--- src/ddrp_consts.svh ---
// Constants for the DDR pin control block: widths, encodings and timing counts
`ifndef DDRP_CONSTS_SVH
`define DDRP_CONSTS_SVH

// ==========================================
// Widths
`define DDRP_DQ_W        32
`define DDRP_LANES       4
`define DDRP_ADDR_W      12
`define DDRP_BANK_W      2
`define DDRP_FIFO_DEPTH  4
`define DDRP_WORD_W      72

// ==========================================
// Address field positions
`define DDRP_AP_BIT      10
`define DDRP_COL_MSB     8

// ==========================================
// Command codes {cs_n, ras_n, cas_n, we_n}
`define DDRP_CMD_NOP     4'h7
`define DDRP_CMD_ACT     4'h3
`define DDRP_CMD_RD      4'h5
`define DDRP_CMD_WR      4'h4
`define DDRP_CMD_PRE     4'h2
`define DDRP_CMD_REF     4'h1
`define DDRP_CMD_MRS     4'h0

// ==========================================
// Timing: write burst length in beats, read latency in cycles
`define DDRP_BURST_BEATS 3'h4
`define DDRP_RD_LAT      2'h2

`endif

--- src/ddrp_pkg.sv ---
// Types for the DDR pin control block
package ddrp_pkg;

  // ==========================================
  // Control state of the device
  typedef enum logic [2:0] {
    DDRP_IDLE    = 3'b000,
    DDRP_ACTIVE  = 3'b001,
    DDRP_PPD     = 3'b010,
    DDRP_APD     = 3'b011,
    DDRP_SREF    = 3'b100
  } ddrp_state_t;

  // Command pins sampled together
  typedef struct packed {
    logic        cs_n;
    logic        ras_n;
    logic        cas_n;
    logic        we_n;
    logic [1:0]  bank_sel;
    logic [11:0] addr;
  } ddrp_cmd_t;

  // One captured write beat with its lane masks
  typedef struct packed {
    logic [31:0] data;
    logic [3:0]  lane_masks;
    logic [1:0]  bank_sel;
    logic [8:0]  col;
    logic [24:0] spare;
  } ddrp_beat_t;

endpackage

--- src/ddrp_fifo.sv ---
// Small FIFO with valid/ready on both sides
`timescale 1ns/1ns
module ddrp_fifo #(
  parameter int WIDTH = 72,
  parameter int DEPTH = 4
) (
  // Clock and reset
  input  wire logic             i_mclk,
  input  wire logic             i_resetn,
  // Fill side
  input  wire logic             i_in_valid,
  input  wire logic [WIDTH-1:0] i_in_data,
  output logic                  o_in_ready,
  // Drain side
  output logic                  o_out_valid,
  output logic      [WIDTH-1:0] o_out_data,
  input  wire logic             i_out_ready
);

  localparam int AW = $clog2(DEPTH);

  logic [WIDTH-1:0] mem [DEPTH];    // Storage words
  logic [AW-1:0]    wr_ptr_reg;     // Write pointer
  logic [AW-1:0]    rd_ptr_reg;     // Read pointer
  logic [AW:0]      count_reg;      // Words held
  logic             push;           // Accepted write
  logic             pop;            // Accepted read

  // ==========================================
  // Handshake
  assign o_in_ready  = (count_reg != AW'(0) + (AW+1)'(DEPTH)) ? 1'b1 : 1'b0;
  assign o_out_valid = (count_reg != '0);
  assign o_out_data  = mem[rd_ptr_reg];
  assign push        = i_in_valid && o_in_ready;
  assign pop         = o_out_valid && i_out_ready;

  // Storage write
  always_ff @(posedge i_mclk) begin
    if (push) begin
      mem[wr_ptr_reg] <= i_in_data;
    end
  end

  // Pointers wrap at depth, which is a power of two
  always_ff @(posedge i_mclk or negedge i_resetn) begin
    if (!i_resetn) begin
      wr_ptr_reg <= '0;
      rd_ptr_reg <= '0;
      count_reg  <= '0;
    end else begin
      if (push) begin
        wr_ptr_reg <= wr_ptr_reg + AW'(1);
      end
      if (pop) begin
        rd_ptr_reg <= rd_ptr_reg + AW'(1);
      end
      count_reg <= count_reg + (AW+1)'(push) - (AW+1)'(pop);
    end
  end

  // ==========================================
  // Checks
  a_fifo_no_overflow: assert property (@(posedge i_mclk) disable iff (!i_resetn)
    count_reg == (AW+1)'(DEPTH) |-> !o_in_ready)
    else $error("fifo ready while full");

endmodule

--- src/ddrp_cmd_decode.sv ---
// Command decoder: select gating and command classification
`timescale 1ns/1ns
`include "ddrp_consts.svh"
module ddrp_cmd_decode (
  // Registered command pins
  input  wire ddrp_pkg::ddrp_cmd_t i_cmd,
  // Decoded command strobes
  output logic                     o_act,
  output logic                     o_rd,
  output logic                     o_wr,
  output logic                     o_pre,
  output logic                     o_ref,
  output logic                     o_mrs
);

  logic [3:0] code; // Select is part of the code

  // ==========================================
  // Decode; a high select yields no command at all
  always_comb begin
    code  = {i_cmd.cs_n, i_cmd.ras_n, i_cmd.cas_n, i_cmd.we_n}; // [RULE7] [RULE8]
    o_act = (code == `DDRP_CMD_ACT);
    o_rd  = (code == `DDRP_CMD_RD);
    o_wr  = (code == `DDRP_CMD_WR);
    o_pre = (code == `DDRP_CMD_PRE);
    o_ref = (code == `DDRP_CMD_REF);
    o_mrs = (code == `DDRP_CMD_MRS);
  end

endmodule

--- src/ddrp_pin_ctrl.sv ---
// Device-side pin control for a four-bank DDR memory, 32-bit organisation
// Contract
// [RULE1] Sample command pins on true clock rise
// [RULE2] One data word per clock half
// [RULE3] Sleep-gate high enables clocks and buffers
// [RULE4] Sleep-gate low picks power-down by bank state
// [RULE5] Self-refresh exit recognised without clock edge
// [RULE6] Power-down disables all but clock, gate
// [RULE7] Select low enables decoder, high masks
// [RULE8] Strobes and select form command together
// [RULE9] Masked bytes are not stored
// [RULE10] Masks captured on both strobe edges
// [RULE11] Lower and upper masks cover two bytes
// [RULE12] Lane masks 0-3 cover bytes 0-3
// [RULE13] Address carries row, column, opcode
// [RULE14] Bank select picks one of four
// [RULE15] Strobe driven edge-aligned with read data
// [RULE16] Masks ignored outside write transfers
`timescale 1ns/1ns
`include "ddrp_consts.svh"
module ddrp_pin_ctrl (
  // Clock and reset
  input  wire logic        i_mclk,
  input  wire logic        i_resetn,
  // Clock phase: high in first half of the memory clock period
  input  wire logic        i_diff_timing_pair,
  // Sleep gate
  input  wire logic        i_sleep_gate,
  // Command pins
  input  wire logic        i_cs_n,
  input  wire logic        i_ras_n,
  input  wire logic        i_cas_n,
  input  wire logic        i_we_n,
  input  wire logic [1:0]  i_bank_sel,
  input  wire logic [11:0] i_addr,
  // Write data, one word per clock half
  input  wire logic [31:0] i_dq,
  input  wire logic [3:0]  i_lane_masks,
  input  wire logic [3:0]  i_lane_strobes,
  // Read data pins
  output logic      [31:0] o_dq,
  output logic             o_dq_oe,
  output logic      [3:0]  o_lane_strobes,
  output logic             o_lane_strobes_oe,
  // Array side: stored write words and read returns
  output logic      [31:0] o_store_data,
  output logic      [3:0]  o_store_byte_en,
  output logic      [1:0]  o_store_bank,
  output logic      [8:0]  o_store_col,
  output logic             o_store_valid,
  input  wire logic        i_store_ready,
  input  wire logic [31:0] i_array_rd_data,
  // Status
  output logic      [2:0]  o_state,
  output logic      [11:0] o_mode_opcode,
  output logic      [3:0]  o_bank_open,
  output logic             o_bufs_enabled
);

  // ==========================================
  // Input synchronisers (pins come from outside the clock domain)
  logic [1:0]  ck_sync_reg;          // Clock phase sync
  logic [1:0]  gate_sync_reg;        // Sleep-gate sync
  logic [17:0] cmd_s1_reg;           // Command first stage
  logic [17:0] cmd_s2_reg;           // Command second stage
  logic [39:0] dat_s1_reg;           // Data and mask first stage
  logic [39:0] dat_s2_reg;           // Data and mask second stage
  logic [3:0]  dqs_s1_reg;           // Strobe first stage
  logic [3:0]  dqs_s2_reg;           // Strobe second stage
  logic        ck_prev_reg;          // Previous phase for edge find
  logic [3:0]  dqs_prev_reg;         // Previous strobe level

  // Two flops on each pin group before anything reads them
  always_ff @(posedge i_mclk or negedge i_resetn) begin
    if (!i_resetn) begin
      ck_sync_reg   <= '0;
      gate_sync_reg <= '0;
      cmd_s1_reg    <= 18'h3FFFF;
      cmd_s2_reg    <= 18'h3FFFF;
      dat_s1_reg    <= '0;
      dat_s2_reg    <= '0;
      dqs_s1_reg    <= '0;
      dqs_s2_reg    <= '0;
    end else begin
      ck_sync_reg   <= {ck_sync_reg[0], i_diff_timing_pair};
      gate_sync_reg <= {gate_sync_reg[0], i_sleep_gate};
      cmd_s1_reg    <= {i_cs_n, i_ras_n, i_cas_n, i_we_n, i_bank_sel, i_addr};
      cmd_s2_reg    <= cmd_s1_reg;
      dat_s1_reg    <= {i_lane_masks, 4'h0, i_dq};
      dat_s2_reg    <= dat_s1_reg;
      dqs_s1_reg    <= i_lane_strobes;
      dqs_s2_reg    <= dqs_s1_reg;
    end
  end

  // Edge history, read only after the second stage
  always_ff @(posedge i_mclk or negedge i_resetn) begin
    if (!i_resetn) begin
      ck_prev_reg  <= 1'b0;
      dqs_prev_reg <= '0;
    end else begin
      ck_prev_reg  <= ck_sync_reg[1];
      dqs_prev_reg <= dqs_s2_reg;
    end
  end

  // ==========================================
  // Edge and state terms
  ddrp_pkg::ddrp_state_t state_reg;  // Control state
  ddrp_pkg::ddrp_state_t state_next; // Next control state
  ddrp_pkg::ddrp_cmd_t   cmd;        // Sampled command pins
  logic        ck_rise;              // True clock rising crossing
  logic        ck_edge;              // Either crossing
  logic        bufs_on;              // Input buffers live
  logic [3:0]  dqs_edge;             // Strobe toggled, per lane
  logic        dec_act;              // Decoded activate
  logic        dec_rd;               // Decoded read
  logic        dec_wr;               // Decoded write
  logic        dec_pre;              // Decoded precharge
  logic        dec_ref;              // Decoded refresh
  logic        dec_mrs;              // Decoded mode set
  logic [3:0]  bank_open_reg;        // Open row flag per bank
  logic [11:0] opcode_reg;           // Mode opcode
  logic [2:0]  wr_beats_reg;         // Write beats left
  logic [1:0]  wr_bank_reg;          // Write target bank
  logic [8:0]  wr_col_reg;           // Write column, advances per beat
  logic [2:0]  rd_beats_reg;         // Read beats left
  logic [1:0]  rd_lat_reg;           // Read latency count
  logic [3:0]  mask_capt;            // Masks in force this beat
  logic        fifo_ready;           // Fill side ready
  logic        fifo_out_valid;       // Drain side valid
  logic [71:0] fifo_out;             // Drain side word
  ddrp_pkg::ddrp_beat_t beat_in;     // Beat into the FIFO
  ddrp_pkg::ddrp_beat_t beat_out;    // Beat out of the FIFO

  // One-hot bank decode, used by open and close
  function automatic logic [3:0] bank_onehot(input logic [1:0] b);
    bank_onehot = 4'h1 << b;
  endfunction

  assign cmd      = ddrp_pkg::ddrp_cmd_t'(cmd_s2_reg);
  assign ck_rise  = ck_sync_reg[1] && !ck_prev_reg;            // [RULE1]
  assign ck_edge  = ck_sync_reg[1] != ck_prev_reg;             // [RULE2]
  assign bufs_on  = gate_sync_reg[1] &&
                    (state_reg == ddrp_pkg::DDRP_IDLE || state_reg == ddrp_pkg::DDRP_ACTIVE); // [RULE3] [RULE6]
  assign dqs_edge = dqs_s2_reg ^ dqs_prev_reg;                 // [RULE10]

  ddrp_cmd_decode u_dec (
    .i_cmd (cmd),
    .o_act (dec_act),
    .o_rd  (dec_rd),
    .o_wr  (dec_wr),
    .o_pre (dec_pre),
    .o_ref (dec_ref),
    .o_mrs (dec_mrs)
  );

  // ==========================================
  // Power state machine
  always_comb begin
    state_next = state_reg;
    case (state_reg)
      ddrp_pkg::DDRP_IDLE, ddrp_pkg::DDRP_ACTIVE: begin
        if (ck_rise && !gate_sync_reg[1]) begin
          // Gate low with an open row picks active power-down, else refresh picks self refresh, else power-down
          if (bank_open_reg != 4'h0) begin
            state_next = ddrp_pkg::DDRP_APD; // [RULE4]
          end else if (dec_ref) begin
            state_next = ddrp_pkg::DDRP_SREF; // [RULE4]
          end else begin
            state_next = ddrp_pkg::DDRP_PPD; // [RULE4]
          end
        end else if (ck_rise) begin
          state_next = (bank_open_reg != 4'h0) ? ddrp_pkg::DDRP_ACTIVE : ddrp_pkg::DDRP_IDLE;
        end
      end
      ddrp_pkg::DDRP_PPD: begin
        if (ck_rise && gate_sync_reg[1]) begin
          state_next = ddrp_pkg::DDRP_IDLE; // [RULE5]
        end
      end
      ddrp_pkg::DDRP_APD: begin
        if (ck_rise && gate_sync_reg[1]) begin
          state_next = ddrp_pkg::DDRP_ACTIVE; // [RULE5]
        end
      end
      ddrp_pkg::DDRP_SREF: begin
        // Exit needs no memory clock crossing, only the synchronised gate
        if (gate_sync_reg[1]) begin
          state_next = ddrp_pkg::DDRP_IDLE; // [RULE5]
        end
      end
      default: state_next = ddrp_pkg::DDRP_IDLE;
    endcase
  end

  always_ff @(posedge i_mclk or negedge i_resetn) begin
    if (!i_resetn) begin
      state_reg <= ddrp_pkg::DDRP_IDLE;
    end else begin
      state_reg <= state_next;
    end
  end

  // ==========================================
  // Bank rows and mode opcode, taken only on rising crossings with buffers live
  always_ff @(posedge i_mclk or negedge i_resetn) begin
    if (!i_resetn) begin
      bank_open_reg <= '0;
      opcode_reg    <= '0;
    end else if (ck_rise && bufs_on) begin
      if (dec_act) begin
        bank_open_reg <= bank_open_reg | bank_onehot(cmd.bank_sel); // [RULE14] [RULE13]
      end else if (dec_pre) begin
        // Address bit ten high closes every bank
        bank_open_reg <= cmd.addr[`DDRP_AP_BIT] ? 4'h0 : (bank_open_reg & ~bank_onehot(cmd.bank_sel)); // [RULE14]
      end else if ((dec_rd || dec_wr) && cmd.addr[`DDRP_AP_BIT]) begin
        bank_open_reg <= bank_open_reg & ~bank_onehot(cmd.bank_sel); // [RULE13]
      end
      if (dec_mrs) begin
        opcode_reg <= cmd.addr; // [RULE13]
      end
    end
  end

  // ==========================================
  // Write burst: one beat per strobe edge, masks taken with the data
  always_ff @(posedge i_mclk or negedge i_resetn) begin
    if (!i_resetn) begin
      wr_beats_reg <= '0;
      wr_bank_reg  <= '0;
      wr_col_reg   <= '0;
    end else if (ck_rise && bufs_on && dec_wr) begin
      wr_beats_reg <= `DDRP_BURST_BEATS;
      wr_bank_reg  <= cmd.bank_sel;
      wr_col_reg   <= cmd.addr[`DDRP_COL_MSB:0];
    end else if (wr_beats_reg != 3'h0 && dqs_edge[0] && fifo_ready) begin
      wr_beats_reg <= wr_beats_reg - 3'h1;
      wr_col_reg   <= wr_col_reg + 9'h001;
    end
  end

  // Masks count only during a write beat; lane n masks byte n
  always_comb begin
    mask_capt = (wr_beats_reg != 3'h0) ? dat_s2_reg[39:36] : 4'h0; // [RULE16] [RULE12] [RULE11]
  end

  assign beat_in = '{data: dat_s2_reg[31:0], lane_masks: mask_capt,
                     bank_sel: wr_bank_reg, col: wr_col_reg, spare: 25'h0};

  // Buffer between strobe capture and the array; a full buffer stalls beats
  ddrp_fifo #(
    .WIDTH (`DDRP_WORD_W),
    .DEPTH (`DDRP_FIFO_DEPTH)
  ) u_fifo (
    .i_mclk      (i_mclk),
    .i_resetn    (i_resetn),
    .i_in_valid  (wr_beats_reg != 3'h0 && dqs_edge[0]),
    .i_in_data   (beat_in),
    .o_in_ready  (fifo_ready),
    .o_out_valid (fifo_out_valid),
    .o_out_data  (fifo_out),
    .i_out_ready (i_store_ready || !o_store_valid)
  );
  assign beat_out = ddrp_pkg::ddrp_beat_t'(fifo_out);

  // Array store port: masked bytes get no enable
  always_ff @(posedge i_mclk or negedge i_resetn) begin
    if (!i_resetn) begin
      o_store_valid   <= 1'b0;
      o_store_data    <= '0;
      o_store_byte_en <= '0;
      o_store_bank    <= '0;
      o_store_col     <= '0;
    end else if (i_store_ready || !o_store_valid) begin
      o_store_valid   <= fifo_out_valid;
      o_store_data    <= beat_out.data;
      o_store_byte_en <= ~beat_out.lane_masks; // [RULE9]
      o_store_bank    <= beat_out.bank_sel;
      o_store_col     <= beat_out.col;
    end
  end

  // ==========================================
  // Read burst: data and strobe change on each clock crossing together
  always_ff @(posedge i_mclk or negedge i_resetn) begin
    if (!i_resetn) begin
      rd_lat_reg   <= '0;
      rd_beats_reg <= '0;
    end else if (ck_rise && bufs_on && dec_rd) begin
      rd_lat_reg   <= `DDRP_RD_LAT;
      rd_beats_reg <= '0;
    end else if (rd_lat_reg != 2'h0 && ck_rise) begin
      rd_lat_reg <= rd_lat_reg - 2'h1;
      if (rd_lat_reg == 2'h1) begin
        rd_beats_reg <= `DDRP_BURST_BEATS;
      end
    end else if (rd_beats_reg != 3'h0 && ck_edge) begin
      rd_beats_reg <= rd_beats_reg - 3'h1; // [RULE2]
    end
  end

  always_ff @(posedge i_mclk or negedge i_resetn) begin
    if (!i_resetn) begin
      o_dq              <= '0;
      o_dq_oe           <= 1'b0;
      o_lane_strobes    <= '0;
      o_lane_strobes_oe <= 1'b0;
    end else begin
      o_dq_oe           <= (rd_beats_reg != 3'h0) && bufs_on; // [RULE3]
      o_lane_strobes_oe <= (rd_beats_reg != 3'h0) && bufs_on;
      if (rd_beats_reg != 3'h0 && ck_edge) begin
        o_dq           <= i_array_rd_data;
        // First beat rises out of the low preamble, last one falls back to it
        o_lane_strobes <= {4{~rd_beats_reg[0]}}; // [RULE15]
      end
    end
  end

  // Status outputs
  always_ff @(posedge i_mclk or negedge i_resetn) begin
    if (!i_resetn) begin
      o_state        <= '0;
      o_mode_opcode  <= '0;
      o_bank_open    <= '0;
      o_bufs_enabled <= 1'b0;
    end else begin
      o_state        <= state_reg;
      o_mode_opcode  <= opcode_reg;
      o_bank_open    <= bank_open_reg;
      o_bufs_enabled <= bufs_on; // [RULE6]
    end
  end

  // ==========================================
  // Checks
  a_deselect_no_act: assert property (@(posedge i_mclk) disable iff (!i_resetn) // [RULE7]
    cmd.cs_n |-> !(dec_act || dec_rd || dec_wr || dec_pre || dec_mrs))
    else $error("command decoded while deselected");
  a_act_opens_bank: assert property (@(posedge i_mclk) disable iff (!i_resetn) // [RULE14]
    ck_rise && bufs_on && dec_act |=> bank_open_reg[$past(cmd.bank_sel)])
    else $error("activate did not open bank");
  a_apd_when_open: assert property (@(posedge i_mclk) disable iff (!i_resetn) // [RULE4]
    (state_reg == ddrp_pkg::DDRP_IDLE || state_reg == ddrp_pkg::DDRP_ACTIVE) && ck_rise && !gate_sync_reg[1] &&
    bank_open_reg != 4'h0
    |=> state_reg == ddrp_pkg::DDRP_APD)
    else $error("open bank did not give active power-down");
  a_sleep_bufs_off: assert property (@(posedge i_mclk) disable iff (!i_resetn) // [RULE6]
    state_reg inside {ddrp_pkg::DDRP_PPD, ddrp_pkg::DDRP_APD, ddrp_pkg::DDRP_SREF} |=> !o_bufs_enabled)
    else $error("buffers live in power-down");
  a_mask_blocks_store: assert property (@(posedge i_mclk) disable iff (!i_resetn) // [RULE9]
    o_store_valid |-> o_store_byte_en == ~$past(beat_out.lane_masks) || !$past(i_store_ready || !o_store_valid))
    else $error("masked byte enabled");
  a_mask_only_write: assert property (@(posedge i_mclk) disable iff (!i_resetn) // [RULE16]
    wr_beats_reg == 3'h0 |-> mask_capt == 4'h0)
    else $error("mask used outside write");
  a_mrs_opcode: assert property (@(posedge i_mclk) disable iff (!i_resetn) // [RULE13]
    ck_rise && bufs_on && dec_mrs |=> opcode_reg == $past(cmd.addr))
    else $error("opcode not taken");
  a_read_drive: assert property (@(posedge i_mclk) disable iff (!i_resetn) // [RULE15]
    rd_beats_reg != 3'h0 && bufs_on |=> o_dq_oe && o_lane_strobes_oe)
    else $error("read data not driven");

endmodule

--- config.mk ---
export PLATFORM = sky130hd
export DESIGN_NAME = ddrp_pin_ctrl
export DESIGN_NICKNAME = d
export VERILOG_FILES = /design/src/ddrp_pkg.sv /design/src/ddrp_fifo.sv /design/src/ddrp_cmd_decode.sv /design/src/ddrp_pin_ctrl.sv
export VERILOG_INCLUDE_DIRS = /design/src
export SDC_FILE = /design/constraint.sdc
export NUM_CORES = 1
export LEC_CHECK = 0
export BUFFER_PORTS_ARGS = -buffer_cell sky130_fd_sc_hd__buf_2
export CAP_MARGIN = 20
export CORE_UTILIZATION = 30
export DETAILED_ROUTE_END_ITERATION = 7
export GPL_ROUTABILITY_DRIVEN = 0
export PLACE_DENSITY_LB_ADDON = 0.1
export SYNTH_ARGS = -nofsm -noshare
export SYNTH_HDL_FRONTEND = slang
export SYNTH_HIERARCHICAL = 1
export SYNTH_SLANG_ARGS = --single-unit
--- constraint.sdc ---
create_clock -name i_mclk -period 3.3 [get_ports i_mclk]
set_input_delay 0 -clock i_mclk [delete_from_list [all_inputs] [get_ports i_mclk]]
set_output_delay 0 -clock i_mclk [all_outputs]
set_load 0.01 [all_outputs]
==> out/qor.yml <==
cts_buffers: 50
setup_viol: 0
drc: 0
post_cts_resized: 0
wire_per_inst_um: 17.18
row_count: 83
wirelength_mm: 33.11
synthCells: 881
vias: 8232
finalMaxSlewViolations: 0
cts_tree: "yes"
fmax_mhz: 387.5
clk_latency_ns: 0.58
status: "finished clean"
grt_pass1_wl_mm: 52.26
dieArea_mm2: 0.05384
largest_reg_flops: 188
power_density_mw_per_mm2: 839.4
io_pins: 201
dr.pass1.iters: 4
antenna_found_initial: 1
avgSynthCellArea_um2: 18.02
drive_above_1_share_pct: 35.31
clk_path_buf_depth: 3
grt_start_max_net_pins: 98
start_util_pct: 30.64
min_path_type: "input pin to asynchronous set/reset pin"
vias_per_cell: 4.272
hold_viol: 0
post-dp-hpwl_mm: 19.24
drv_cap: 0
setup_tns_ns: 0
grt_pass1_vias: 8863
cts_sinks: 451
total_power_mw: 17.04
syn_to_final_growth_pct: 27.88
globalRouteTotalUtil_pct: 12.80
htree_levels: 2
crit_arrival_ns: 3.03
critPathKind: "register to register"
power_leakage_nw: 8.349
drt_iter0_drc: 398
die_w_um: 232.0
fin_crit_ns: 2.581
grt-ovfl-total: 0
rsz0062_at_grt: "no"
skew_ns: 0.01517
path_clk_slew_ns: 0.06
nets: 1316
max-slew-margin-rel_pct: 43.53
utilization_pct: 39.18
nFillCells: 4826
start_kind: "register"
min_period_over_period_pct: 78.21
synth_warnings: 6
irDropWorstVdd_v: 0.0005116
cts_setup_buffers: 0
synth_nets: 992
critPathRequiredTime_ns: 3.75
port_buffers: 197
clockRootBuffer: "clkbuf_16"
syn_area_mm2: 0.01588
worst_pin_slew_ns: 0.8471
postCtsHoldBufs: 92
coreArea_mm2: 0.05182
die_h_um: 232.0
ant_nets: 0
critPathMaxFanout: 9
endpoint_kind: "register"
## worst paths after layout
| path | from | to | slack [ns] | cells after the start |
|---|---|---|---|---|
| hold / removal | i_resetn | o_store_data[20] | 0.03 | 3 |
| setup / recovery | wr_beats_reg[0] | u_fifo/count_reg[2] | 0.72 | 13 |
| setup reg to reg | wr_beats_reg[0] | u_fifo/count_reg[2] | 0.72 | 13 |
| min in group i_mclk | i_dq[20] | dat_s1_reg[20] | 0.06 | 2 |
| hold reg to reg | dat_s1_reg[6] | dat_s2_reg[6] | 0.34 | 0 |
| max in group asynchronous | i_resetn | o_bank_open[1] | 2.68 | 3 |
## routing by layer
layer / up-vias / routed length [um] / share of wire [%] / GRT usage, %
li1: 3836 / - / - / -
met1: 4179 / 15000 / 45 / 16.83
met2: 162 / 16010 / 48 / 20.90
met3: 55 / 1264 / 3.8 / 2.529
met4: 0 / 828 / 2.5 / 4.729
met5: - / 0 / 0 / 0
## critical path, stage by stage, from the launching register on
cell      delay, ns
dfrtp_1        0.35
inv_1          0.05
ha_1           0.19
ha_1           0.32
nor2_1         0.15
buf_4          0.16
nand2b_1       0.07
ha_1           0.29
inv_1          0.05
ha_1           0.12
inv_1          0.04
fa_1           0.37
xnor2_1        0.14
xnor2_1        0.13
## cell usage in the layout, fill, tap and decap left out, types with 18 or more instances in the layout
cell type	n
clkbuf_16	52
dlygate4sd3_1	91
dfstp_2	36
nor2_1	18
dfrtp_1	225
mux4_2	47
buf_2	196
mux2_2	47
clkbuf_1	20
nand2_1	121
edfxtp_1	188
## power by group
group / switching (mW) / total (mW) / internal, mW
Sequential: 0.747 / 7.96 / 7.21
Clock: 2.19 / 5.31 / 3.12
Combinational: 1.87 / 3.78 / 1.90
Total: 4.81 / 17.0 / 12.2
## through the flow
stage	hold slack (ns)	instances	cell area, um2	setup slack, ns
3_5_place_dp	-0.05373	1741	17780	0.7001
2_1_floorplan	-0.2956	881	15880	0.5641
5_1_grt	0.02739	1927	20300	0.5213
6_report	0.02700	1927	20300	0.7192
3_3_place_gp	-0.05736	1741	17780	0.7369
4_1_cts	0.01296	1926	20300	0.6904
## final cells by class
cell class,count,area (um2),share of cell area (%)
tap,680,850.8,4.191
inverter,17,63.81,0.3143
multi-input combinational,377,3323,16.37
antenna,1,2.502,0.01233
timing repair buffer,308,2202,10.85
clock buffer,78,1459,7.186
sequential,451,12280,60.47
clock inverter,15,125.1,0.6163
No activity file was read; power rests on OpenSTA's default activity.
